File: src/shared/temp_sensor_defs.vh
// Operation
// - Eight-bit settings register, readable and writable over the serial link.
// - Settings bits 1:0 choose consecutive faults needed: 00 one, 01 two, 11 four.
// - Settings bit 2 sets critical alarm level: 0 active low, 1 high.
// - Settings bit 3 sets limit alarm level: 0 active low, 1 high.
// - Settings bit 4: 0 interrupt behaviour, 1 comparator behaviour, both alarms.
// - Mode 00 restarts a conversion as soon as the previous one ends.
// - Mode 01 runs one conversion of 240 ms, then stops; written between mode 10 conversions it runs none.
// - Mode 10 converts once per second, each conversion 60 ms, until a settings write arrives between conversions.
// - Mode 11 stops conversions; serial register access keeps working.
// - Settings bit 7 picks 13-bit or 16-bit resolution, sign included.
// - Temperature held as 16-bit two's complement at address 0x02, read whole.
// - In 13-bit mode bits 2,1,0 are critical, high, low event flags.
// - In 16-bit mode bits 2:0 are the lowest temperature bits.
// - Read-only ID: maker code bits 7:3, revision bits 2:0.
// - Critical alarm when temperature exceeds critical limit, per queue, level, mode.
// - Limit alarm when below low or above high limit, per queue, level, mode.
// - Whole-degree hysteresis narrows limits when deciding an alarm has ended.
`ifndef TEMP_SENSOR_DEFS_VH
`define TEMP_SENSOR_DEFS_VH

`define ADDR_SENSOR_SETTINGS 3'h1
`define ADDR_MEASURED_TEMP 3'h2
`define ADDR_MAKER_REV 3'h3

`define SET_QUEUE_LSB 0
`define SET_QUEUE_MSB 1
`define SET_CRIT_POL 2
`define SET_LIMIT_POL 3
`define SET_CMP_MODE 4
`define SET_MODE_LSB 5
`define SET_MODE_MSB 6
`define SET_RES16 7
`define SET_RESET 8'h00

`define MODE_CONT 2'h0
`define MODE_ONESHOT 2'h1
`define MODE_SPS 2'h2
`define MODE_SHUTDOWN 2'h3

`define CMD_READ_BIT 6
`define CMD_ADDR_MSB 5
`define CMD_ADDR_LSB 3

`define TEMP_RESET 16'h0000
`define HYST_SHIFT 7

`define CLK_HZ 50000000
`define CYC_PER_MS (`CLK_HZ / 1000)
`define CONT_CONV_MS 240
`define ONESHOT_CONV_MS 240
`define SPS_CONV_MS 60
`define SPS_PERIOD_MS 1000

`endif

File: src/core/alarm_output.v
`timescale 1ns/1ps
`default_nettype none
module alarm_output (
	input wire clk_sys_i,
	input wire reset_n_i,
	input wire sample_valid_i,
	input wire event_i,
	input wire ended_i,
	input wire [1:0] queue_code_i,
	input wire comparator_i,
	input wire active_high_i,
	input wire clear_i,
	output reg alarm_o
);
	reg [2:0] count_reg;
	reg active_reg;
	reg [2:0] count_next;
	reg active_next;
	reg [2:0] need;

	always @* begin
		case (queue_code_i)
			2'h0: need = 3'h1;
			2'h1: need = 3'h2;
			2'h2: need = 3'h3;
			default: need = 3'h4;
		endcase
		count_next = count_reg;
		active_next = active_reg;
		if (clear_i && !comparator_i)
			active_next = 1'b0;
		if (sample_valid_i) begin
			if (event_i) begin
				if (count_reg < need)
					count_next = count_reg + 3'h1;
				if (count_reg + 3'h1 >= need)
					active_next = 1'b1;
			end else begin
				count_next = 3'h0;
				if (comparator_i && ended_i)
					active_next = 1'b0;
			end
		end
	end

	always @(posedge clk_sys_i or negedge reset_n_i) begin
		if (!reset_n_i) begin
			count_reg <= 3'h0;
			active_reg <= 1'b0;
			alarm_o <= 1'b1;
		end else begin
			count_reg <= count_next;
			active_reg <= active_next;
			alarm_o <= active_next ~^ active_high_i;
		end
	end
endmodule // alarm_output
`default_nettype wire

File: src/core/temp_sensor_regs.v
`timescale 1ns/1ps
`default_nettype none
`include "temp_sensor_defs.vh"
module temp_sensor_regs #(
	parameter [4:0] MAKER_ID = 5'h0A, // arbitrary value
	parameter [2:0] REVISION_ID = 3'h1, // arbitrary value
	parameter [31:0] CONT_CYCLES = `CONT_CONV_MS * `CYC_PER_MS,
	parameter [31:0] ONESHOT_CYCLES = `ONESHOT_CONV_MS * `CYC_PER_MS,
	parameter [31:0] SPS_CONV_CYCLES = `SPS_CONV_MS * `CYC_PER_MS,
	parameter [31:0] SPS_PERIOD_CYCLES = `SPS_PERIOD_MS * `CYC_PER_MS
) (
	input wire clk_sys_i,
	input wire reset_n_i,
	input wire sclk_i,
	input wire cs_n_i,
	input wire mosi_i,
	output reg miso_o,
	output reg miso_oe_o,
	input wire [15:0] adc_sample_i,
	input wire [15:0] critical_limit_i,
	input wire [15:0] high_limit_i,
	input wire [15:0] low_limit_i,
	input wire [3:0] limit_hysteresis_i,
	output wire critical_alarm_out_o,
	output wire limit_alarm_out_o,
	output reg converting_o
);
	localparam [2:0] ST_IDLE = 3'b001;
	localparam [2:0] ST_CONV = 3'b010;
	localparam [2:0] ST_GAP = 3'b100;

	reg sclk_meta_reg, sclk_sync_reg, sclk_prev_reg;
	reg cs_meta_reg, cs_sync_reg;
	reg mosi_meta_reg, mosi_sync_reg;
	reg [4:0] bit_cnt_reg;
	reg [6:0] rx_reg;
	reg [7:0] cmd_reg;
	reg [15:0] tx_reg;
	reg [7:0] sensor_settings_reg;
	reg [15:0] measured_temperature_reg;
	reg settings_wr_reg;
	reg temp_read_reg;
	reg [2:0] state_reg, state_next;
	reg [31:0] timer_reg, timer_next;
	reg done_reg;
	reg done_next;

	wire sclk_rise = sclk_sync_reg & ~sclk_prev_reg;
	wire sclk_fall = ~sclk_sync_reg & sclk_prev_reg;
	wire cs_active = ~cs_sync_reg;
	wire [7:0] cmd_now = {rx_reg, mosi_sync_reg};
	wire [1:0] mode = sensor_settings_reg[`SET_MODE_MSB:`SET_MODE_LSB];
	wire res16 = sensor_settings_reg[`SET_RES16];
	wire [7:0] maker_and_revision = {MAKER_ID, REVISION_ID};

	// Two-flop synchronisers for the serial pins
	always @(posedge clk_sys_i or negedge reset_n_i) begin
		if (!reset_n_i) begin
			sclk_meta_reg <= 1'b1;
			sclk_sync_reg <= 1'b1;
			sclk_prev_reg <= 1'b1;
			cs_meta_reg <= 1'b1;
			cs_sync_reg <= 1'b1;
			mosi_meta_reg <= 1'b0;
			mosi_sync_reg <= 1'b0;
		end else begin
			sclk_meta_reg <= sclk_i;
			sclk_sync_reg <= sclk_meta_reg;
			sclk_prev_reg <= sclk_sync_reg;
			cs_meta_reg <= cs_n_i;
			cs_sync_reg <= cs_meta_reg;
			mosi_meta_reg <= mosi_i;
			mosi_sync_reg <= mosi_meta_reg;
		end
	end

	// Read data, left aligned for MSB-first shifting
	function [15:0] read_word;
		input [2:0] addr;
		begin
			case (addr)
				`ADDR_SENSOR_SETTINGS:
					read_word = {sensor_settings_reg, 8'h00};
				`ADDR_MEASURED_TEMP:
					read_word = measured_temperature_reg;
				`ADDR_MAKER_REV:
					read_word = {maker_and_revision, 8'h00};
				default:
					read_word = 16'h0000;
			endcase
		end
	endfunction

	// Serial frame: command byte, then data bytes, mode 3 timing
	always @(posedge clk_sys_i or negedge reset_n_i) begin
		if (!reset_n_i) begin
			bit_cnt_reg <= 5'h00;
			rx_reg <= 7'h00;
			cmd_reg <= 8'h00;
			tx_reg <= 16'h0000;
			miso_o <= 1'b0;
			miso_oe_o <= 1'b0;
			sensor_settings_reg <= `SET_RESET;
			settings_wr_reg <= 1'b0;
			temp_read_reg <= 1'b0;
		end else begin
			settings_wr_reg <= 1'b0;
			temp_read_reg <= 1'b0;
			miso_oe_o <= cs_active;
			if (!cs_active) begin
				bit_cnt_reg <= 5'h00;
				cmd_reg <= 8'h00;
				miso_o <= 1'b0;
			end else begin
				if (sclk_rise) begin
					rx_reg <= cmd_now[6:0];
					if (bit_cnt_reg != 5'h1F)
						bit_cnt_reg <= bit_cnt_reg + 5'h01;
					if (bit_cnt_reg == 5'h07) begin
						cmd_reg <= cmd_now;
						tx_reg <= read_word(
							cmd_now[`CMD_ADDR_MSB:`CMD_ADDR_LSB]);
						if (cmd_now[`CMD_READ_BIT] &&
						    cmd_now[`CMD_ADDR_MSB:`CMD_ADDR_LSB] ==
						    `ADDR_MEASURED_TEMP)
							temp_read_reg <= 1'b1;
					end
					if (bit_cnt_reg == 5'h0F &&
					    !cmd_reg[`CMD_READ_BIT] &&
					    cmd_reg[`CMD_ADDR_MSB:`CMD_ADDR_LSB] ==
					    `ADDR_SENSOR_SETTINGS) begin
						sensor_settings_reg <= cmd_now;
						settings_wr_reg <= 1'b1;
					end
				end
				if (sclk_fall && bit_cnt_reg >= 5'h08 &&
				    cmd_reg[`CMD_READ_BIT]) begin
					miso_o <= tx_reg[15];
					tx_reg <= {tx_reg[14:0], 1'b0};
				end
			end
		end
	end

	// Conversion sequencer
	always @* begin
		state_next = state_reg;
		timer_next = timer_reg;
		done_next = 1'b0;
		case (state_reg)
			ST_IDLE: begin
				if (mode == `MODE_CONT) begin
					state_next = ST_CONV;
					timer_next = CONT_CYCLES;
				end else if (settings_wr_reg &&
				             mode == `MODE_ONESHOT) begin
					state_next = ST_CONV;
					timer_next = ONESHOT_CYCLES;
				end else if (settings_wr_reg &&
				             mode == `MODE_SPS) begin
					state_next = ST_CONV;
					timer_next = SPS_CONV_CYCLES;
				end
			end
			ST_CONV: begin
				if (settings_wr_reg) begin
					state_next = (mode == `MODE_SHUTDOWN) ?
						ST_IDLE : ST_CONV;
					case (mode)
						`MODE_CONT: timer_next = CONT_CYCLES;
						`MODE_ONESHOT: timer_next = ONESHOT_CYCLES;
						`MODE_SPS: timer_next = SPS_CONV_CYCLES;
						default: timer_next = 32'h00000000;
					endcase
				end else if (timer_reg <= 32'h00000001) begin
					done_next = 1'b1;
					case (mode)
						`MODE_CONT: timer_next = CONT_CYCLES;
						// Idle out the rest of the second
						`MODE_SPS: begin
							state_next = ST_GAP;
							timer_next = SPS_PERIOD_CYCLES -
								SPS_CONV_CYCLES;
						end
						default: state_next = ST_IDLE;
					endcase
				end else begin
					timer_next = timer_reg - 32'h00000001;
				end
			end
			ST_GAP: begin
				if (settings_wr_reg) begin
					state_next = ST_IDLE;
					timer_next = 32'h00000000;
				end else if (timer_reg <= 32'h00000001) begin
					state_next = ST_CONV;
					timer_next = SPS_CONV_CYCLES;
				end else begin
					timer_next = timer_reg - 32'h00000001;
				end
			end
			default: begin
				state_next = ST_IDLE;
				timer_next = 32'h00000000;
			end
		endcase
	end

	always @(posedge clk_sys_i or negedge reset_n_i) begin
		if (!reset_n_i) begin
			state_reg <= ST_IDLE;
			timer_reg <= 32'h00000000;
			done_reg <= 1'b0;
			converting_o <= 1'b0;
		end else begin
			state_reg <= state_next;
			timer_reg <= timer_next;
			done_reg <= done_next;
			converting_o <= (state_next == ST_CONV);
		end
	end

	// Limit comparison, one sign bit of headroom for hysteresis
	// 13-bit mode drops the three low bits
	wire [15:0] cmp_word = res16 ? adc_sample_i :
		{adc_sample_i[15:3], 3'h0};
	wire signed [16:0] cmp_s = {cmp_word[15], cmp_word};
	wire signed [16:0] crit_s = {critical_limit_i[15], critical_limit_i};
	wire signed [16:0] high_s = {high_limit_i[15], high_limit_i};
	wire signed [16:0] low_s = {low_limit_i[15], low_limit_i};
	wire signed [16:0] hyst_s = {6'h00, limit_hysteresis_i, 7'h00};
	wire crit_event = cmp_s > crit_s;
	wire high_event = cmp_s > high_s;
	wire low_event = cmp_s < low_s;
	wire crit_ended = cmp_s <= crit_s - hyst_s;
	wire limit_ended = (cmp_s <= high_s - hyst_s) &&
		(cmp_s >= low_s + hyst_s);

	always @(posedge clk_sys_i or negedge reset_n_i) begin
		if (!reset_n_i) begin
			measured_temperature_reg <= `TEMP_RESET;
		end else if (done_reg) begin
			if (res16)
				measured_temperature_reg <= adc_sample_i;
			else
				measured_temperature_reg <= {adc_sample_i[15:3],
					crit_event, high_event, low_event};
		end
	end

	alarm_output u_critical_alarm (
		.clk_sys_i(clk_sys_i),
		.reset_n_i(reset_n_i),
		.sample_valid_i(done_reg),
		.event_i(crit_event),
		.ended_i(crit_ended),
		.queue_code_i(sensor_settings_reg[`SET_QUEUE_MSB:`SET_QUEUE_LSB]),
		.comparator_i(sensor_settings_reg[`SET_CMP_MODE]),
		.active_high_i(sensor_settings_reg[`SET_CRIT_POL]),
		.clear_i(temp_read_reg),
		.alarm_o(critical_alarm_out_o)
	);

	alarm_output u_limit_alarm (
		.clk_sys_i(clk_sys_i),
		.reset_n_i(reset_n_i),
		.sample_valid_i(done_reg),
		.event_i(high_event | low_event),
		.ended_i(limit_ended),
		.queue_code_i(sensor_settings_reg[`SET_QUEUE_MSB:`SET_QUEUE_LSB]),
		.comparator_i(sensor_settings_reg[`SET_CMP_MODE]),
		.active_high_i(sensor_settings_reg[`SET_LIMIT_POL]),
		.clear_i(temp_read_reg),
		.alarm_o(limit_alarm_out_o)
	);
endmodule // temp_sensor_regs
`default_nettype wire

File: config.mk
export PLATFORM = sky130hd
export DESIGN_NAME = temp_sensor_regs
export DESIGN_NICKNAME = d
export VERILOG_FILES = /design/src/core/alarm_output.v /design/src/core/temp_sensor_regs.v
export VERILOG_INCLUDE_DIRS = /design/src /design/src/shared
export SDC_FILE = /design/constraint.sdc
export NUM_CORES = 1
export LEC_CHECK = 0
export BUFFER_PORTS_ARGS = -buffer_cell sky130_fd_sc_hd__buf_2
export CORE_MARGIN = 1
export CORE_UTILIZATION = 48
export DETAILED_ROUTE_END_ITERATION = 8
export PLACE_DENSITY = 0.77
export SETUP_SLACK_MARGIN = 0.1
export SYNTH_ARGS = -nofsm -noshare
export SYNTH_HDL_FRONTEND = slang
export SYNTH_SLANG_ARGS = --single-unit
File: constraint.sdc
create_clock -name clk_sys_i -period 5.66 [get_ports clk_sys_i]
set_clock_uncertainty 0.15 [all_clocks]
set_input_delay 0.283 -clock clk_sys_i [delete_from_list [all_inputs] [get_ports clk_sys_i]]
set_output_delay 0.283 -clock clk_sys_i [all_outputs]
set_load 0.01 [all_outputs]
==> flow_results.org <==
** Run status
- The run finished with clean final reports.

** Critical path
- Capturing point of the worst reg2reg path :: timer_reg[30]
- Type of destination of the critical path :: flip-flop
- R2r startpoint :: timer_reg[18]
- Reg2reg path depth :: 8
- Register-to-register setup slack :: 2330 ps
- Startpoint type of the worst setup path :: flip-flop
- At the worst endpoint, the required time is between 5000 and 6000 ps.
- In this run the worst path has a maximum fanout of 20.
- The setup path with the least slack is of type flip-flop to flip-flop.
- Crit path arrival time :: roughly 3500 ps

** Pwr
- For this design the ratio of total power to cell area is 231 mW/mm^2.
- Summing internal, switching and leakage power gives 2.24 mW.
- VDD sags by at most 0.000174 V.
- Summed over all cells, the static leakage comes to ~4.6 nW.

** Synth
- Summed over its instances, the top area cell type makes up 31.1% of the synthesized netlist area.
- Share of synthesized registers carrying an async set or reset :: 100%
- Area of the mapped netlist :: approximately 0.0085 sq mm
- Of all cell types, the one taking the most synthesized area is dfrtp_1.
- Distinct cell type count of the synthesized netlist :: 67
- Part of the Yosys area used for sequential elements :: roughly 34%
- Avg Inst Size Synth :: 8.76 sq um
- Primary flip-flop cell chosen by synthesis mapping :: dfrtp_1
- Synth warnings :: 0
- Post-synth EDFFs :: 0
- Flop and latch count out of synthesis :: 114
- The number of nets handed over by synthesis was 1161.
- Top-count cell post-synth :: ha_1
- In the synthesized netlist, the number of instances is around 1000.
- By area the synthesized netlist is led by dfrtp_1 31%, ha_1 16%, a21oi_1 4.6%.
- List of most frequent post-synthesis cells :: 110 x ha_1, 106 x dfrtp_1, 81 x nor2_1, 80 x inv_1

** Floorplan
- Chip height :: between 100 and 150 um
- Core region area :: around 0.017 sq mm
- The die covers 0.0183 sq mm.
- Pin placement for this block handled 78 I/O pins.
- Num rows :: 48
- Once the floorplan was initialized, standard cells occupied around half of the core.
- Floorplan die width :: approximately 140 um

** STA
- Measured against its own limit, the worst slew margin works out to 24.2%.
- Dividing the final minimum period by the clock period gives 58.8%.
- Final min period :: 3330 ps
- The final hold violation count was 0.
- Tightest Pin Transition :: between 1000 and 1500 ps
- Final worst hold slack :: 60.2 ps
- Derived from the worst setup path, the maximum achievable clock frequency is 0.301 GHz.
- After routing, the total negative slack on setup checks comes to 0 ps.
- The max-slew violation count is 0.
- RSZ-0062 raised after global routing :: false
- Final setup violating endpoints :: 0

** Placement
- In this run the tool buffered the top-level ports with 77 buffer cells.
- HPWL after detailed placement :: 15200 um
- Placed insts :: 1248
- Final GP Congestion :: roughly 0.9

** Route
- Final routed DRC violation total :: 0
- The detail route stage leaves a number of antenna-violating nets equal to 0.
- In the routed layout, each cell is associated on average with a via count of 5.80.
- Summing over every cut layer, the via total after detailed routing is about 7400.
- Dividing the detail-routed wire length by the instance count gives 15.6 um.
- The routed design has 20100 um of wire.
- In this run, the number of DRC markers left after iteration 0 of detailed routing was about 570.
- Number of optimization iterations in the first detailed-route pass :: 6

** Finish
- The register with the most flip-flops in the layout has 32 of them.
- Compared with the post-synthesis result, the final layout area differs by 13.5%.
- Final layout net count :: ~1200
- Post-route non-filler standard cell count :: 1284
- Inserted Diodes :: 0
- Share of final-layout standard cells stronger than drive strength 1 :: ~16%
- Cells fill 55.9% of the core in the end.

** Clocking
- CTS clk-pin slew, worst paths :: 50 ps
- Clock tree synthesis found a total of 114 sinks.
- The tree is rooted in a clkbuf_16.
- TritonCTS built the clock tree.
- In this run the deepest clock path goes through 2 buffers.
- At the later pin of the worst-skew pair, clock insertion delay measures 420 ps.
- In this run the number of H-tree levels came out at 4.
- Clock tree synthesis inserted a total of 17 buffers.

** Worst hold path
- The startpoint identified for the worst hold timing path is adc_sample_i[6].
- Min-Delay Path Class :: input pin to flip-flop
- The worst hold path terminates at measured_temperature_reg[6].
- Number of stages on the worst hold path :: 2

** Global routing
- The number of global-route vias before repair came to about 7000.
- The first global-routing pass estimated roughly 34000 um of wire.
- In the global route stage, overall resource usage came out at about a quarter.
- Met3 GRT Util :: 4.41%
- Number of antenna violations at the first check in global routing :: 0
- Met2 Use GR :: about two fifths
- For this run the aggregate overflow at the end of global routing stands at 0.
- Highest-utilization routing layer at the global route stage :: met2
- Met1 routing resource usage after global routing :: 30.3%
- Maximum number of pins on one net before global-route repair :: 66

** Job
- Max-cap violations in this run came to 0.
## routing by layer
metal	up-vias	wire length, um
li1	3649	-
met1	3549	9070
met2	204	9720
met3	44	823
met4	0	453
met5	-	0
## critical path, cell delays in order, from the launching register on
cell and delay, ps:
dfrtp_1 420, nor4_2 560, and4b_1 450, and4_1 500, a21oi_1 200, nand2_1 520, nor2_1 100, o21ai_0 170
o21ai_0 120
## cells in the final DEF, fill, tap and decap left out, drive strengths merged, types with 5 or more instances in the layout
master  Yosys  final
a211o       5      5
a211oi      7      7
a21o       21     21
a21oi      79     79
a22o        6      6
a22oi       5      5
a31oi      20     20
and2        6      6
and3        7      7
buf        12     81
clkbuf     21     22
clkinv      0      6
dfrtp     106    106
dfstp       8      8
ha        110    110
inv        80     80
mux2       30     30
mux2i       5      5
nand2      79     79
nand2b     11     11
nand3      35     35
nand4      16     16
nor2       81     81
nor2b      15     15
nor3       28     28
nor4       10     10
o211ai     11     11
o21ai      67     67
o31ai       7      7
or3         7      7
xnor2      28     28
xor2        6      6
## how the worst max path moves through the flow
| stage | depth (start not counted) | startpoint | endpoint | slack, ps |
|---|---|---|---|---|
| after floorplan | 17 | high_limit_i[7] | u_limit_alarm.alarm_o | 2490 |
| after global placement | 16 | limit_hysteresis_i[1] | u_limit_alarm.alarm_o | 2180 |
| after detailed placement | 18 | high_limit_i[7] | u_limit_alarm.alarm_o | 2080 |
| after CTS | 8 | timer_reg[18] | timer_reg[30] | 2400 |
| after global routing | 8 | timer_reg[19] | timer_reg[30] | 2110 |
| final | 8 | timer_reg[18] | timer_reg[30] | 2330 |
## cells by family (layout without fill, tap and decap cells)
group,Yosys count,count (layout),synth area share (%)
AO/OA/AOI/OAI,255,255,18.5
XOR/XNOR,34,34,3.49
adder cells (fa/ha/maj),113,113,16.8
buffers and inverters,113,197,5.35
flip-flops,114,114,33.5
multiplexers,35,35,4.54
AND/OR/NAND/NOR,311,311,17.8
## what timing repair did
item	CTS	global route
setup buffers	0	0
endpoints found under the hold margin	64	0
gates resized for setup	0	0
hold buffers	4	0
## metrics by stage
step                      instance area, sq um  worst slack, ps
after floorplan                           8540             2490
after global placement                    9090             2180
after detailed placement                  9090             2080
after CTS                                 9690             2400
after global routing                      9690             2110
final                                     9690             2330
## power breakdown
part           internal [mW]  total, mW  leakage, nW  switching, mW
clock network          0.633       1.00        0.272          0.369
logic                  0.156      0.355         2.90          0.200
registers              0.842      0.887         1.46         0.0447
total                   1.63       2.24         4.64          0.614
## final cells by class
cell class	count	area, sq um
multi-input combinational	748	5230
fill	1534	7660
inverter	80	300
clock inverter	10	86.3
sequential	114	2860
tap	225	282
clock buffer	22	474
timing repair buffer	85	458
(Power assumes the default switching activity.)
